**src/verilog/can_host_pkg.sv**
```systemverilog
// Constants and types shared by the message object host controller
package can_host_pkg;
    localparam int ADDR_W = 8;
    localparam int DATA_W = 32;
    localparam int OBJ_FIRST = 1;
    localparam int OBJ_LAST = 32;
    localparam int POLL_LIMIT_DEF = 1024;

    // Device side register map (one interface register set)
    localparam logic [7:0] DEV_IDENT = 8'h00;
    localparam logic [7:0] DEV_MASK = 8'h04;
    localparam logic [7:0] DEV_CTRL = 8'h08;
    localparam logic [7:0] DEV_DATA_A = 8'h0C;
    localparam logic [7:0] DEV_DATA_B = 8'h10;
    localparam logic [7:0] DEV_XFER = 8'h14;
    localparam logic [7:0] DEV_STATUS = 8'h18;
    localparam logic [7:0] DEV_CLR_STAT = 8'h1C;
    localparam logic [7:0] DEV_INT_MASK = 8'h20;

    // object_identifier_reg fields
    localparam int IB_EXT = 29;
    localparam int IB_DIR = 30;
    localparam int IB_VALID = 31;
    // identifier_mask word fields
    localparam int MB_MASK_EXT_ID_BIT = 29;
    localparam int MB_DIRECTION_BIT = 30;
    // object_control_reg fields
    localparam int CB_EOB = 4;
    localparam int CB_USE_ACCEPTANCE_MASK = 5;
    localparam int CB_TX_DONE_IRQ_ENABLE = 6;
    localparam int CB_RX_DONE_IRQ_ENABLE = 7;
    localparam int CB_RAE = 8;
    localparam int CB_SENDREQ = 9;
    localparam int CB_PEND = 10;
    localparam int CB_LOST = 11;
    localparam int CB_FRESH = 12;
    // transfer_command_reg fields
    localparam int TB_WRITE = 6;
    localparam int TB_CLR_FRESH = 7;
    localparam int TB_CLR_IRQ = 8;
    // controller_status_reg fields
    localparam int SB_TX = 0;
    localparam int SB_BUSY = 1;

    // Host register map
    localparam logic [7:0] HR_CMD = 8'h00;
    localparam logic [7:0] HR_ID = 8'h04;
    localparam logic [7:0] HR_CFG = 8'h08;
    localparam logic [7:0] HR_MSK = 8'h0C;
    localparam logic [7:0] HR_DATA_A = 8'h10;
    localparam logic [7:0] HR_DATA_B = 8'h14;
    localparam logic [7:0] HR_STAT = 8'h18;
    localparam logic [7:0] HR_RES_ID = 8'h1C;
    localparam logic [7:0] HR_RES_CTRL = 8'h20;
    localparam logic [7:0] HR_RES_DA = 8'h24;
    localparam logic [7:0] HR_RES_DB = 8'h28;
    localparam logic [7:0] HR_IMASK = 8'h2C;

    // Host config word fields
    localparam int HC_EXT = 4;
    localparam int HC_USE_ACCEPTANCE_MASK = 5;
    localparam int HC_TX_DONE_IRQ_ENABLE = 6;
    localparam int HC_RX_DONE_IRQ_ENABLE = 7;
    localparam int HC_RAE = 8;
    localparam int HC_SEND = 9;

    // Commands
    localparam logic [3:0] CMD_CFG_TX = 4'h1;
    localparam logic [3:0] CMD_CFG_RX = 4'h2;
    localparam logic [3:0] CMD_UPD_TX = 4'h3;
    localparam logic [3:0] CMD_READ = 4'h4;
    localparam logic [3:0] CMD_FIFO_READ = 4'h5;
    localparam logic [3:0] CMD_REMOTE = 4'h6;
    localparam logic [3:0] CMD_CLR_STAT = 4'h7;
    localparam logic [3:0] CMD_CLR_LOST = 4'h8;
    localparam logic [3:0] CMD_IMASK = 4'h9;

    typedef enum logic [1:0] {OP_WR, OP_RD, OP_POLL} opKind_t;

    typedef struct packed {
        opKind_t     kind;
        logic [7:0]  addr;
        logic [31:0] data;
        logic        last;
    } devOp_t;
endpackage

```
**src/verilog/dev_op_if.sv**
```systemverilog
// One device access request and its answer
`timescale 1ns/100ps
`default_nettype none
interface dev_op_if;
    import can_host_pkg::*;
    logic        start;
    devOp_t      op;
    logic        done;
    logic        fail;
    logic [31:0] rdata;
    modport master (output start, output op, input done, input fail,
                    input rdata);
    modport worker (input start, input op, output done, output fail,
                    output rdata);
endinterface
`default_nettype wire
```
**src/verilog/can_msg_host.sv**
```systemverilog
// Host controller that sets up and services CAN message objects
// What this block does
// - Standard ID goes to bits 28:18
// - Request and remote answer set after data
// - Acceptance mask used; direction never masked
// - Both data words written whole before transfer
// - Fresh flag written together with send request
// - Read only while device not transmitting
// - FIFO members end-of-block clear except last
// - FIFO read clears fresh and pending flags
// - FIFO members read in ascending order
// - Status interrupt cleared via clear-status write
`timescale 1ns/100ps
`default_nettype none
module can_msg_host #(
    parameter int POLL_LIMIT = can_host_pkg::POLL_LIMIT_DEF
) (
    input  wire logic        clock,
    input  wire logic        rst,
    input  wire logic [7:0]  regAddr,
    input  wire logic [31:0] regWdata,
    input  wire logic        regWr,
    input  wire logic        regRd,
    output logic [31:0]      regRdata,
    output logic             busy,
    output logic [7:0]       devAddr,
    output logic [31:0]      devWdata,
    output logic             devWr,
    output logic             devRd,
    input  wire logic [31:0] devRdata
);
    import can_host_pkg::*;

    typedef enum logic [1:0] {HS_IDLE, HS_ISSUE, HS_WAIT} hostState_t;

    typedef struct packed {
        hostState_t  st;
        logic [3:0]  cmd;
        logic [5:0]  obj;
        logic [5:0]  lastObj;
        logic [3:0]  step;
        logic [9:0]  cfg;
        logic [28:0] id;
        logic [29:0] msk;
        logic [31:0] dataA;
        logic [31:0] dataB;
        logic [31:0] imask;
        logic [31:0] resId;
        logic [31:0] resCtrl;
        logic [31:0] resDa;
        logic [31:0] resDb;
        logic        done;
        logic        err;
        logic        refused;
        logic        gotMsg;
        logic        start;
        logic [31:0] rdata;
        logic        busyOut;
    } host_t;

    host_t  r_r;
    host_t  r_nxt;
    devOp_t curOp;

    dev_op_if accBus ();

    dev_access #(
        .POLL_LIMIT (POLL_LIMIT)
    ) u_access (
        .clock    (clock),
        .rst      (rst),
        .req      (accBus.worker),
        .devAddr  (devAddr),
        .devWdata (devWdata),
        .devWr    (devWr),
        .devRd    (devRd),
        .devRdata (devRdata)
    );

    function automatic devOp_t mkOp(input opKind_t k, input logic [7:0] a,
                                    input logic [31:0] d, input logic l);
        devOp_t o;
        o.kind = k;
        o.addr = a;
        o.data = d;
        o.last = l;
        return o;
    endfunction

    // Device access for the current step of the running command
    function automatic devOp_t opFor(input host_t s);
        logic [31:0] idw;
        logic [31:0] mskw;
        logic [31:0] ctl;
        logic [31:0] xw;
        logic [31:0] xr;
        logic [31:0] busyM;
        devOp_t      o;
        idw = '0;
        idw[28:0] = s.cfg[HC_EXT] ? s.id : {s.id[10:0], 18'h00000};
        idw[IB_EXT] = s.cfg[HC_EXT];
        idw[IB_VALID] = 1'b1;
        mskw = '0;
        mskw[28:0] = s.msk[28:0];
        mskw[MB_MASK_EXT_ID_BIT] = s.msk[29];
        mskw[MB_DIRECTION_BIT] = 1'b1;
        ctl = '0;
        ctl[3:0] = s.cfg[3:0];
        ctl[CB_USE_ACCEPTANCE_MASK] = s.cfg[HC_USE_ACCEPTANCE_MASK];
        ctl[CB_TX_DONE_IRQ_ENABLE] = s.cfg[HC_TX_DONE_IRQ_ENABLE];
        ctl[CB_RX_DONE_IRQ_ENABLE] = s.cfg[HC_RX_DONE_IRQ_ENABLE];
        xw = '0;
        xw[5:0] = s.obj;
        xw[TB_WRITE] = 1'b1;
        xr = '0;
        xr[5:0] = s.obj;
        xr[TB_CLR_FRESH] = 1'b1;
        xr[TB_CLR_IRQ] = 1'b1;
        busyM = '0;
        busyM[SB_BUSY] = 1'b1;
        o = mkOp(OP_WR, DEV_CLR_STAT, 32'h0, 1'b1);
        case (s.cmd)
            CMD_CFG_TX:
            begin
                idw[IB_DIR] = 1'b1;
                case (s.step)
                    4'h0: o = mkOp(OP_WR, DEV_IDENT, idw, 1'b0);
                    4'h1: o = mkOp(OP_WR, DEV_MASK, mskw, 1'b0);
                    4'h2: o = mkOp(OP_WR, DEV_CTRL, ctl, 1'b0);
                    4'h3: o = mkOp(OP_WR, DEV_DATA_A, s.dataA, 1'b0);
                    4'h4: o = mkOp(OP_WR, DEV_DATA_B, s.dataB, 1'b0);
                    4'h5: o = mkOp(OP_WR, DEV_XFER, xw, 1'b0);
                    4'h6: o = mkOp(OP_POLL, DEV_STATUS, busyM, 1'b0);
                    4'h7:
                    begin
                        // Request bits go in only once the data are stored
                        ctl[CB_RAE] = s.cfg[HC_RAE];
                        ctl[CB_SENDREQ] = s.cfg[HC_SEND];
                        o = mkOp(OP_WR, DEV_CTRL, ctl, 1'b0);
                    end
                    4'h8: o = mkOp(OP_WR, DEV_XFER, xw, 1'b0);
                    default: o = mkOp(OP_POLL, DEV_STATUS, busyM, 1'b1);
                endcase
            end
            CMD_CFG_RX:
            begin
                ctl[CB_EOB] = (s.obj == s.lastObj);
                case (s.step)
                    4'h0: o = mkOp(OP_WR, DEV_IDENT, idw, 1'b0);
                    4'h1: o = mkOp(OP_WR, DEV_MASK, mskw, 1'b0);
                    4'h2: o = mkOp(OP_WR, DEV_CTRL, ctl, 1'b0);
                    4'h3: o = mkOp(OP_WR, DEV_XFER, xw, 1'b0);
                    default: o = mkOp(OP_POLL, DEV_STATUS, busyM, 1'b1);
                endcase
            end
            CMD_UPD_TX:
            begin
                ctl[CB_FRESH] = 1'b1;
                ctl[CB_SENDREQ] = 1'b1;
                ctl[CB_RAE] = s.cfg[HC_RAE];
                case (s.step)
                    4'h0: o = mkOp(OP_WR, DEV_DATA_A, s.dataA, 1'b0);
                    4'h1: o = mkOp(OP_WR, DEV_DATA_B, s.dataB, 1'b0);
                    4'h2: o = mkOp(OP_WR, DEV_CTRL, ctl, 1'b0);
                    4'h3: o = mkOp(OP_WR, DEV_XFER, xw, 1'b0);
                    default: o = mkOp(OP_POLL, DEV_STATUS, busyM, 1'b1);
                endcase
            end
            CMD_READ, CMD_FIFO_READ:
            begin
                case (s.step)
                    4'h0: o = mkOp(OP_POLL, DEV_STATUS, 32'h1 << SB_TX, 1'b0);
                    4'h1: o = mkOp(OP_WR, DEV_XFER, xr, 1'b0);
                    4'h2: o = mkOp(OP_POLL, DEV_STATUS, busyM, 1'b0);
                    4'h3: o = mkOp(OP_RD, DEV_IDENT, 32'h0, 1'b0);
                    4'h4: o = mkOp(OP_RD, DEV_CTRL, 32'h0, 1'b0);
                    4'h5: o = mkOp(OP_RD, DEV_DATA_A, 32'h0, 1'b0);
                    default: o = mkOp(OP_RD, DEV_DATA_B, 32'h0, 1'b1);
                endcase
            end
            CMD_REMOTE, CMD_CLR_LOST:
            begin
                // Lost flag is written back as zero; the device never drops it
                ctl[CB_SENDREQ] = (s.cmd == CMD_REMOTE);
                case (s.step)
                    4'h0: o = mkOp(OP_WR, DEV_CTRL, ctl, 1'b0);
                    4'h1: o = mkOp(OP_WR, DEV_XFER, xw, 1'b0);
                    default: o = mkOp(OP_POLL, DEV_STATUS, busyM, 1'b1);
                endcase
            end
            CMD_IMASK: o = mkOp(OP_WR, DEV_INT_MASK, s.imask, 1'b1);
            default: o = mkOp(OP_WR, DEV_CLR_STAT, 32'h0, 1'b1);
        endcase
        return o;
    endfunction

    assign curOp = opFor(r_r);
    assign accBus.start = r_r.start;
    assign accBus.op = curOp;

    always_comb
    begin
        logic       cmdOk;
        logic       multi;
        logic [5:0] cmdObj;
        logic [5:0] cmdLast;
        r_nxt = r_r;
        r_nxt.start = 1'b0;
        cmdObj = regWdata[13:8];
        cmdLast = (regWdata[21:16] == 6'h00) ? cmdObj : regWdata[21:16];
        cmdOk = (cmdObj >= 6'(OBJ_FIRST)) && (cmdLast <= 6'(OBJ_LAST))
                && (cmdLast >= cmdObj) && (regWdata[3:0] >= CMD_CFG_TX)
                && (regWdata[3:0] <= CMD_IMASK);
        multi = (r_r.cmd == CMD_CFG_RX) || (r_r.cmd == CMD_FIFO_READ);

        if (regWr)
        begin
            if (r_r.st != HS_IDLE)
            begin
                r_nxt.refused = 1'b1;
            end
            else
            begin
                case (regAddr)
                    HR_CMD:
                    begin
                        r_nxt.done = 1'b0;
                        r_nxt.gotMsg = 1'b0;
                        r_nxt.refused = 1'b0;
                        r_nxt.err = !cmdOk;
                        if (cmdOk)
                        begin
                            r_nxt.cmd = regWdata[3:0];
                            r_nxt.obj = cmdObj;
                            r_nxt.lastObj = cmdLast;
                            r_nxt.step = 4'h0;
                            r_nxt.st = HS_ISSUE;
                        end
                    end
                    HR_ID: r_nxt.id = regWdata[28:0];
                    HR_CFG: r_nxt.cfg = regWdata[9:0];
                    HR_MSK: r_nxt.msk = regWdata[29:0];
                    HR_DATA_A: r_nxt.dataA = regWdata;
                    HR_DATA_B: r_nxt.dataB = regWdata;
                    HR_IMASK: r_nxt.imask = regWdata;
                    default: r_nxt.refused = 1'b0;
                endcase
            end
        end

        case (r_r.st)
            HS_ISSUE:
            begin
                r_nxt.start = 1'b1;
                r_nxt.st = HS_WAIT;
            end
            HS_WAIT:
            begin
                if (accBus.done)
                begin
                    if (curOp.kind == OP_RD)
                    begin
                        case (curOp.addr)
                            DEV_IDENT: r_nxt.resId = accBus.rdata;
                            DEV_CTRL: r_nxt.resCtrl = accBus.rdata;
                            DEV_DATA_A: r_nxt.resDa = accBus.rdata;
                            default: r_nxt.resDb = accBus.rdata;
                        endcase
                    end
                    if (accBus.fail)
                    begin
                        r_nxt.err = 1'b1;
                        r_nxt.done = 1'b1;
                        r_nxt.st = HS_IDLE;
                    end
                    else if (!curOp.last)
                    begin
                        r_nxt.step = r_r.step + 4'h1;
                        r_nxt.st = HS_ISSUE;
                    end
                    else if (multi && r_r.obj != r_r.lastObj
                             && !(r_r.cmd == CMD_FIFO_READ
                                  && r_r.resCtrl[CB_FRESH]))
                    begin
                        // Next member upward, lowest number first
                        r_nxt.obj = r_r.obj + 6'h01;
                        r_nxt.step = 4'h0;
                        r_nxt.st = HS_ISSUE;
                    end
                    else
                    begin
                        r_nxt.gotMsg = (r_r.cmd == CMD_READ
                                        || r_r.cmd == CMD_FIFO_READ)
                                       && r_r.resCtrl[CB_FRESH];
                        r_nxt.done = 1'b1;
                        r_nxt.st = HS_IDLE;
                    end
                end
            end
            default:
            begin
            end
        endcase

        if (regRd)
        begin
            case (regAddr)
                HR_ID: r_nxt.rdata = {3'h0, r_r.id};
                HR_CFG: r_nxt.rdata = {22'h0, r_r.cfg};
                HR_MSK: r_nxt.rdata = {2'h0, r_r.msk};
                HR_DATA_A: r_nxt.rdata = r_r.dataA;
                HR_DATA_B: r_nxt.rdata = r_r.dataB;
                HR_STAT: r_nxt.rdata = {26'h0, r_r.obj == r_r.lastObj,
                                        r_r.gotMsg, r_r.refused, r_r.err,
                                        r_r.done, r_r.st != HS_IDLE};
                HR_RES_ID: r_nxt.rdata = r_r.resId;
                HR_RES_CTRL: r_nxt.rdata = r_r.resCtrl;
                HR_RES_DA: r_nxt.rdata = r_r.resDa;
                HR_RES_DB: r_nxt.rdata = r_r.resDb;
                HR_IMASK: r_nxt.rdata = r_r.imask;
                default: r_nxt.rdata = 32'h0;
            endcase
        end
        else
        begin
            r_nxt.rdata = 32'h0;
        end
        r_nxt.busyOut = (r_nxt.st != HS_IDLE);
    end

    always_ff @(posedge clock or posedge rst)
    begin
        if (rst)
        begin
            r_r <= '0;
        end
        else
        begin
            r_r <= r_nxt;
        end
    end

    assign regRdata = r_r.rdata;
    assign busy = r_r.busyOut;
endmodule // can_msg_host
`default_nettype wire

```
**src/verilog/dev_access.sv**
```systemverilog
// Drives single writes, reads and polls on the device register port
`timescale 1ns/100ps
`default_nettype none
module dev_access #(
    parameter int POLL_LIMIT = can_host_pkg::POLL_LIMIT_DEF
) (
    input  wire logic        clock,
    input  wire logic        rst,
    dev_op_if.worker         req,
    output logic [7:0]       devAddr,
    output logic [31:0]      devWdata,
    output logic             devWr,
    output logic             devRd,
    input  wire logic [31:0] devRdata
);
    import can_host_pkg::*;

    typedef enum logic {ST_IDLE, ST_RDWAIT} accState_t;

    typedef struct packed {
        accState_t   st;
        opKind_t     kind;
        logic [7:0]  addr;
        logic [31:0] wdata;
        logic [31:0] mask;
        logic        wr;
        logic        rd;
        logic [15:0] cnt;
        logic        done;
        logic        fail;
        logic [31:0] rdata;
    } acc_t;

    acc_t r_r;
    acc_t r_nxt;

    always_comb
    begin
        r_nxt = r_r;
        r_nxt.wr = 1'b0;
        r_nxt.rd = 1'b0;
        r_nxt.done = 1'b0;
        r_nxt.fail = 1'b0;
        case (r_r.st)
            ST_IDLE:
            begin
                if (req.start)
                begin
                    r_nxt.addr = req.op.addr;
                    r_nxt.kind = req.op.kind;
                    r_nxt.mask = req.op.data;
                    r_nxt.cnt = 16'h0000;
                    if (req.op.kind == OP_WR)
                    begin
                        r_nxt.wdata = req.op.data;
                        r_nxt.wr = 1'b1;
                        r_nxt.done = 1'b1;
                    end
                    else
                    begin
                        r_nxt.rd = 1'b1;
                        r_nxt.st = ST_RDWAIT;
                    end
                end
            end
            ST_RDWAIT:
            begin
                r_nxt.rdata = devRdata;
                if (r_r.rd)
                begin
                    // Device answers in the cycle after the strobe
                    r_nxt.rdata = r_r.rdata;
                end
                else if (r_r.kind == OP_RD || (devRdata & r_r.mask) == 32'h0)
                begin
                    r_nxt.done = 1'b1;
                    r_nxt.st = ST_IDLE;
                end
                else if (r_r.cnt == 16'(POLL_LIMIT - 1))
                begin
                    // Device never settled: give up rather than hang
                    r_nxt.done = 1'b1;
                    r_nxt.fail = 1'b1;
                    r_nxt.st = ST_IDLE;
                end
                else
                begin
                    r_nxt.cnt = r_r.cnt + 16'h0001;
                    r_nxt.rd = 1'b1;
                end
            end
            default:
            begin
                r_nxt.st = ST_IDLE;
            end
        endcase
    end

    always_ff @(posedge clock or posedge rst)
    begin
        if (rst)
        begin
            r_r <= '0;
        end
        else
        begin
            r_r <= r_nxt;
        end
    end

    assign devAddr = r_r.addr;
    assign devWdata = r_r.wdata;
    assign devWr = r_r.wr;
    assign devRd = r_r.rd;
    assign req.done = r_r.done;
    assign req.fail = r_r.fail;
    assign req.rdata = r_r.rdata;
endmodule // dev_access
`default_nettype wire

```
**config.mk**
```make
export PLATFORM = sky130hd
export DESIGN_NAME = can_msg_host
export DESIGN_NICKNAME = d
export VERILOG_FILES = /design/src/verilog/can_host_pkg.sv /design/src/verilog/dev_op_if.sv /design/src/verilog/can_msg_host.sv /design/src/verilog/dev_access.sv
export SDC_FILE = /design/constraint.sdc
export NUM_CORES = 1
export LEC_CHECK = 0
export BUFFER_PORTS_ARGS = -buffer_cell sky130_fd_sc_hd__buf_2
export CAP_MARGIN = 20
export CORE_ASPECT_RATIO = 1.5
export CORE_MARGIN = 5
export CORE_UTILIZATION = 66
export CTS_CLUSTER_SIZE = 14
export DETAILED_ROUTE_END_ITERATION = 6
export HOLD_SLACK_MARGIN = 0.08
export PLACE_DENSITY = 0.86
export SLEW_MARGIN = 40
export SYNTH_ARGS = -nofsm -noshare
export SYNTH_HDL_FRONTEND = slang
export SYNTH_SLANG_ARGS = --single-unit
```
**constraint.sdc**
```tcl
create_clock -name clock -period 39.3 [get_ports clock]
set_input_delay 1.965 -clock clock [delete_from_list [all_inputs] [get_ports clock]]
set_output_delay 1.965 -clock clock [all_outputs]
set_load 0.03 [all_outputs]
```
==> metrics.md <==
| Metric | Value |
|---|---|
| GP Congestion | `0.9924` |
| Yosys top cell by area | `dfrtp_1` |
| CTS resizes | `0` |
| Chip Width | `165.4 um` |
| Worst EP arrival | `5.05 ns` |
| CTS buffer count | `44` |
| Most frequently used flop master after synthesis | `dfrtp_1` |
| Slew headroom | `32.19%` |
| Synth async-reset ratio | `100.0%` |
| Core Util, Final | `72.85%` |
| Core area | `35840 um^2` |
| DRC viols | `20` |
| Die height | `243.1 um` |
| Top post-synthesis cells by area | `dfrtp_1 50%, mux2_2 14%, a22oi_1 5.6%` |
| Final hold violations | `0` |
| Reg2Reg Capture Point | `r_r[155]$_DFFE_PP0P_` |
| Ports | `151` |
| Clock root cell | `clkbuf_16` |
| Vias per cell | `7.429` |
| Total power | `0.9516 mW` |
| Vias | `19610` |
| Cells after synthesis | `2102` |
| Skew final | `0.03309 ns` |
| Dpl ws | `34.10 ns` |
| Worst Hold End | `u_access.r_r[80]$_DFFE_PP0P_` |
| CP Class | `in2reg` |
| Drt total wl | `83230 um` |
| Hold_buf cts | `0` |
| PwrDens | `36.45 nW/um^2` |
| DPL Wire Length | `54430 um` |
| Layout Nets | `2215` |
| Clk_lat worst skew | `0.59 ns` |
| WP data required | `39.80 ns` |
| Minimum clock period | `4.554 ns` |
| CP startpoint kind | `input port` |
| Worst slew pin tran | `1.007 ns` |
| Final Cell Area | `26110 um^2` |
| Clock-pin slew on the worst setup and hold paths | `0.06 ns` |
| HP Start | `u_access.r_r[80]$_DFFE_PP0P_` |
| Pre-Repair DR Iteration Count | `7` |
| Cell Area, Placed | `24660 um^2` |
| Post-synth EDFFs | `0` |
| Share of layout cells above drive strength 1 | `29.61%` |
| Reg2reg setup slack | `35.15 ns` |
| Slew Viols, Final | `0` |
| DIE AREA | `40220 um^2` |
| Antenna violations before repair | `1` |
| Leak | `12.15 nW` |
| Largest net degree at the start of global routing | `98` |
| Yosys reg bits | `476` |
| Postcts setup bufs | `0` |
| Row Count | `85` |
| Reg2Reg Depth | `11` |
| H-tree depth | `2` |
| Syn. warnings | `0` |
| CP Capture Type | `flop` |
| Tot GR Track Use | `41.24%` |
| Seq/Total Area, Yosys | `49.81%` |
| First-pass GRT wire length | `124500 um` |
| Initial Util | `66.72%` |
| Max rail drop VDD | `0.03793 mV` |
| Synth cell count leaders | `476 x dfrtp_1, 301 x mux2_2, 178 x a22oi_1, 144 x nand2_1, 108 x nor2_1` |
| Max Fanout on Critical Path | `29` |
| RSZ-0062 raised after global routing | `false` |
| Cell variety after synth | `90` |
| Post-synth top area share | `49.81%` |
| WL/cell | `31.54 um` |
| Final setup vio count | `0` |
| TritonCTS clock tree | `done` |
| Grt total ovfl | `0` |
| Top-count cell post-synth | `dfrtp_1` |
| Fin crit share | `11.59%` |
| Hold path cells | `2` |
| FF-to-FF Start | `r_r[331]$_DFF_PP0_` |
| Final worst slack | `34.75 ns` |
| Number of port buffers | `146` |
| FMAX | `219.6 MHz` |
| # clock sinks | `476` |
| Mapped cell area | `23910 um^2` |
| Longest Clk Path Bufs | `3` |
| MaxCap Viol Count | `0` |
| Hold Crit Class | `reg2reg` |
| First DRT Iteration DRCs | `2923` |
| Remaining antenna violation count | `0` |
| Failing checks | `DRC` |
| Setup_tns | `0 ns` |
| Status | `finished, violations left` |
| Syn Area/Cell | `11.38 um^2` |
| Area added between synthesis and finish | `9.183%` |
| Vias in the first global route | `20290` |
metrics by stage:
step	std cells	hold WS, ns
2_1_floorplan	2105	0.4413
3_3_place_gp	2556	0.4548
3_5_place_dp	2559	0.4647
4_1_cts	2636	0.4772
5_1_grt	2637	0.4965
6_report	2639	0.4774
flip-flops by register name (all words and copies together) (netlist names), 4 cells and up:
| signal | flops |
|---|---|
| r_r | 319 |
| u_access.r_r | 51 |
| regRdata | 32 |
| u_access.devWdata | 32 |
| u_access.req.rdata | 32 |
| u_access.devAddr | 4 |
worst max-delay path, stage by stage:
cell	delay, ns
buf_2	0.19
or3_4	0.42
or2_1	0.24
nor3_2	0.29
a21o_1	0.19
ha_1	0.18
o21ai_0	0.10
nor4_2	0.14
o31ai_1	0.18
a2111oi_4	0.29
buf_4	0.35
and2b_1	0.32
a221o_1	0.19
layer usage:
| layer | share of wire (%) | up-vias | track usage, % |
|---|---|---|---|
| li1 | - | 7874 | - |
| met1 | 33 | 9603 | 49.49 |
| met2 | 45 | 1573 | 62.78 |
| met3 | 11 | 556 | 9.623 |
| met4 | 11 | 0 | 33.60 |
| met5 | 0 | - | 0 |
kinds of logic after synthesis:
family / share of synthesized area [%]
compound gates: 17.82
xor+xnor: 0.3662
fa+ha+maj: 0.6697
buf+inv: 5.484
flops: 49.81
mux: 17.42
other cells: 0.01568
simple gates: 8.409
worst max path at each step:
stage / cells after the start / from / endpoint
floorplan: 1 / rst / accBus.start$_DFF_PP0_
global placement: 5 / rst / r_r[195]$_DFFE_PP0P_
detailed placement: 6 / regAddr[2] / r_r[218]$_DFFE_PP0P_
CTS: 6 / regAddr[2] / r_r[218]$_DFFE_PP0P_
global route: 13 / regWdata[20] / r_r[344]$_DFF_PP0_
finish: 13 / regWdata[20] / r_r[341]$_DFF_PP0_
power breakdown:
part | internal [mW] | switching [mW]
clock network | 0.236 | 0.189
registers | 0.492 | 0.00289
logic | 0.00688 | 0.0246
total | 0.735 | 0.217
layout make-up:
class                           count  area (um^2)
Timing Repair Buffer              197         1182
Sequential cell                   476        11910
Inverter                           24        97.59
Multi-Input combinational cell   1384        10910
Clock buffer                       66         1264
Fill cell                        2505         9732
Antenna cell                        3        7.507
Clock inverter                     11        137.6
Tap cell                          478        598.1
cell usage in the layout, fill, tap and decap left out, drive strengths merged, types with 15 or more instances in the layout:
| cell type | synthesis | final |
|---|---|---|
| a22o | 42 | 42 |
| clkbuf | 100 | 67 |
| dfrtp | 476 | 476 |
| a31oi | 24 | 24 |
| o21ai | 92 | 92 |
| a22oi | 178 | 178 |
| a221oi | 28 | 28 |
| nand2 | 144 | 144 |
| nor2 | 109 | 109 |
| a222oi | 22 | 22 |
| nand4 | 15 | 15 |
| nor3 | 24 | 24 |
| buf | 121 | 196 |
| inv | 24 | 26 |
| o2bb2ai | 20 | 20 |
| mux2i | 21 | 21 |
| nand3 | 19 | 19 |
| mux2 | 348 | 348 |
| a221o | 15 | 15 |
| a21oi | 84 | 84 |
(Power assumes the default switching activity.)
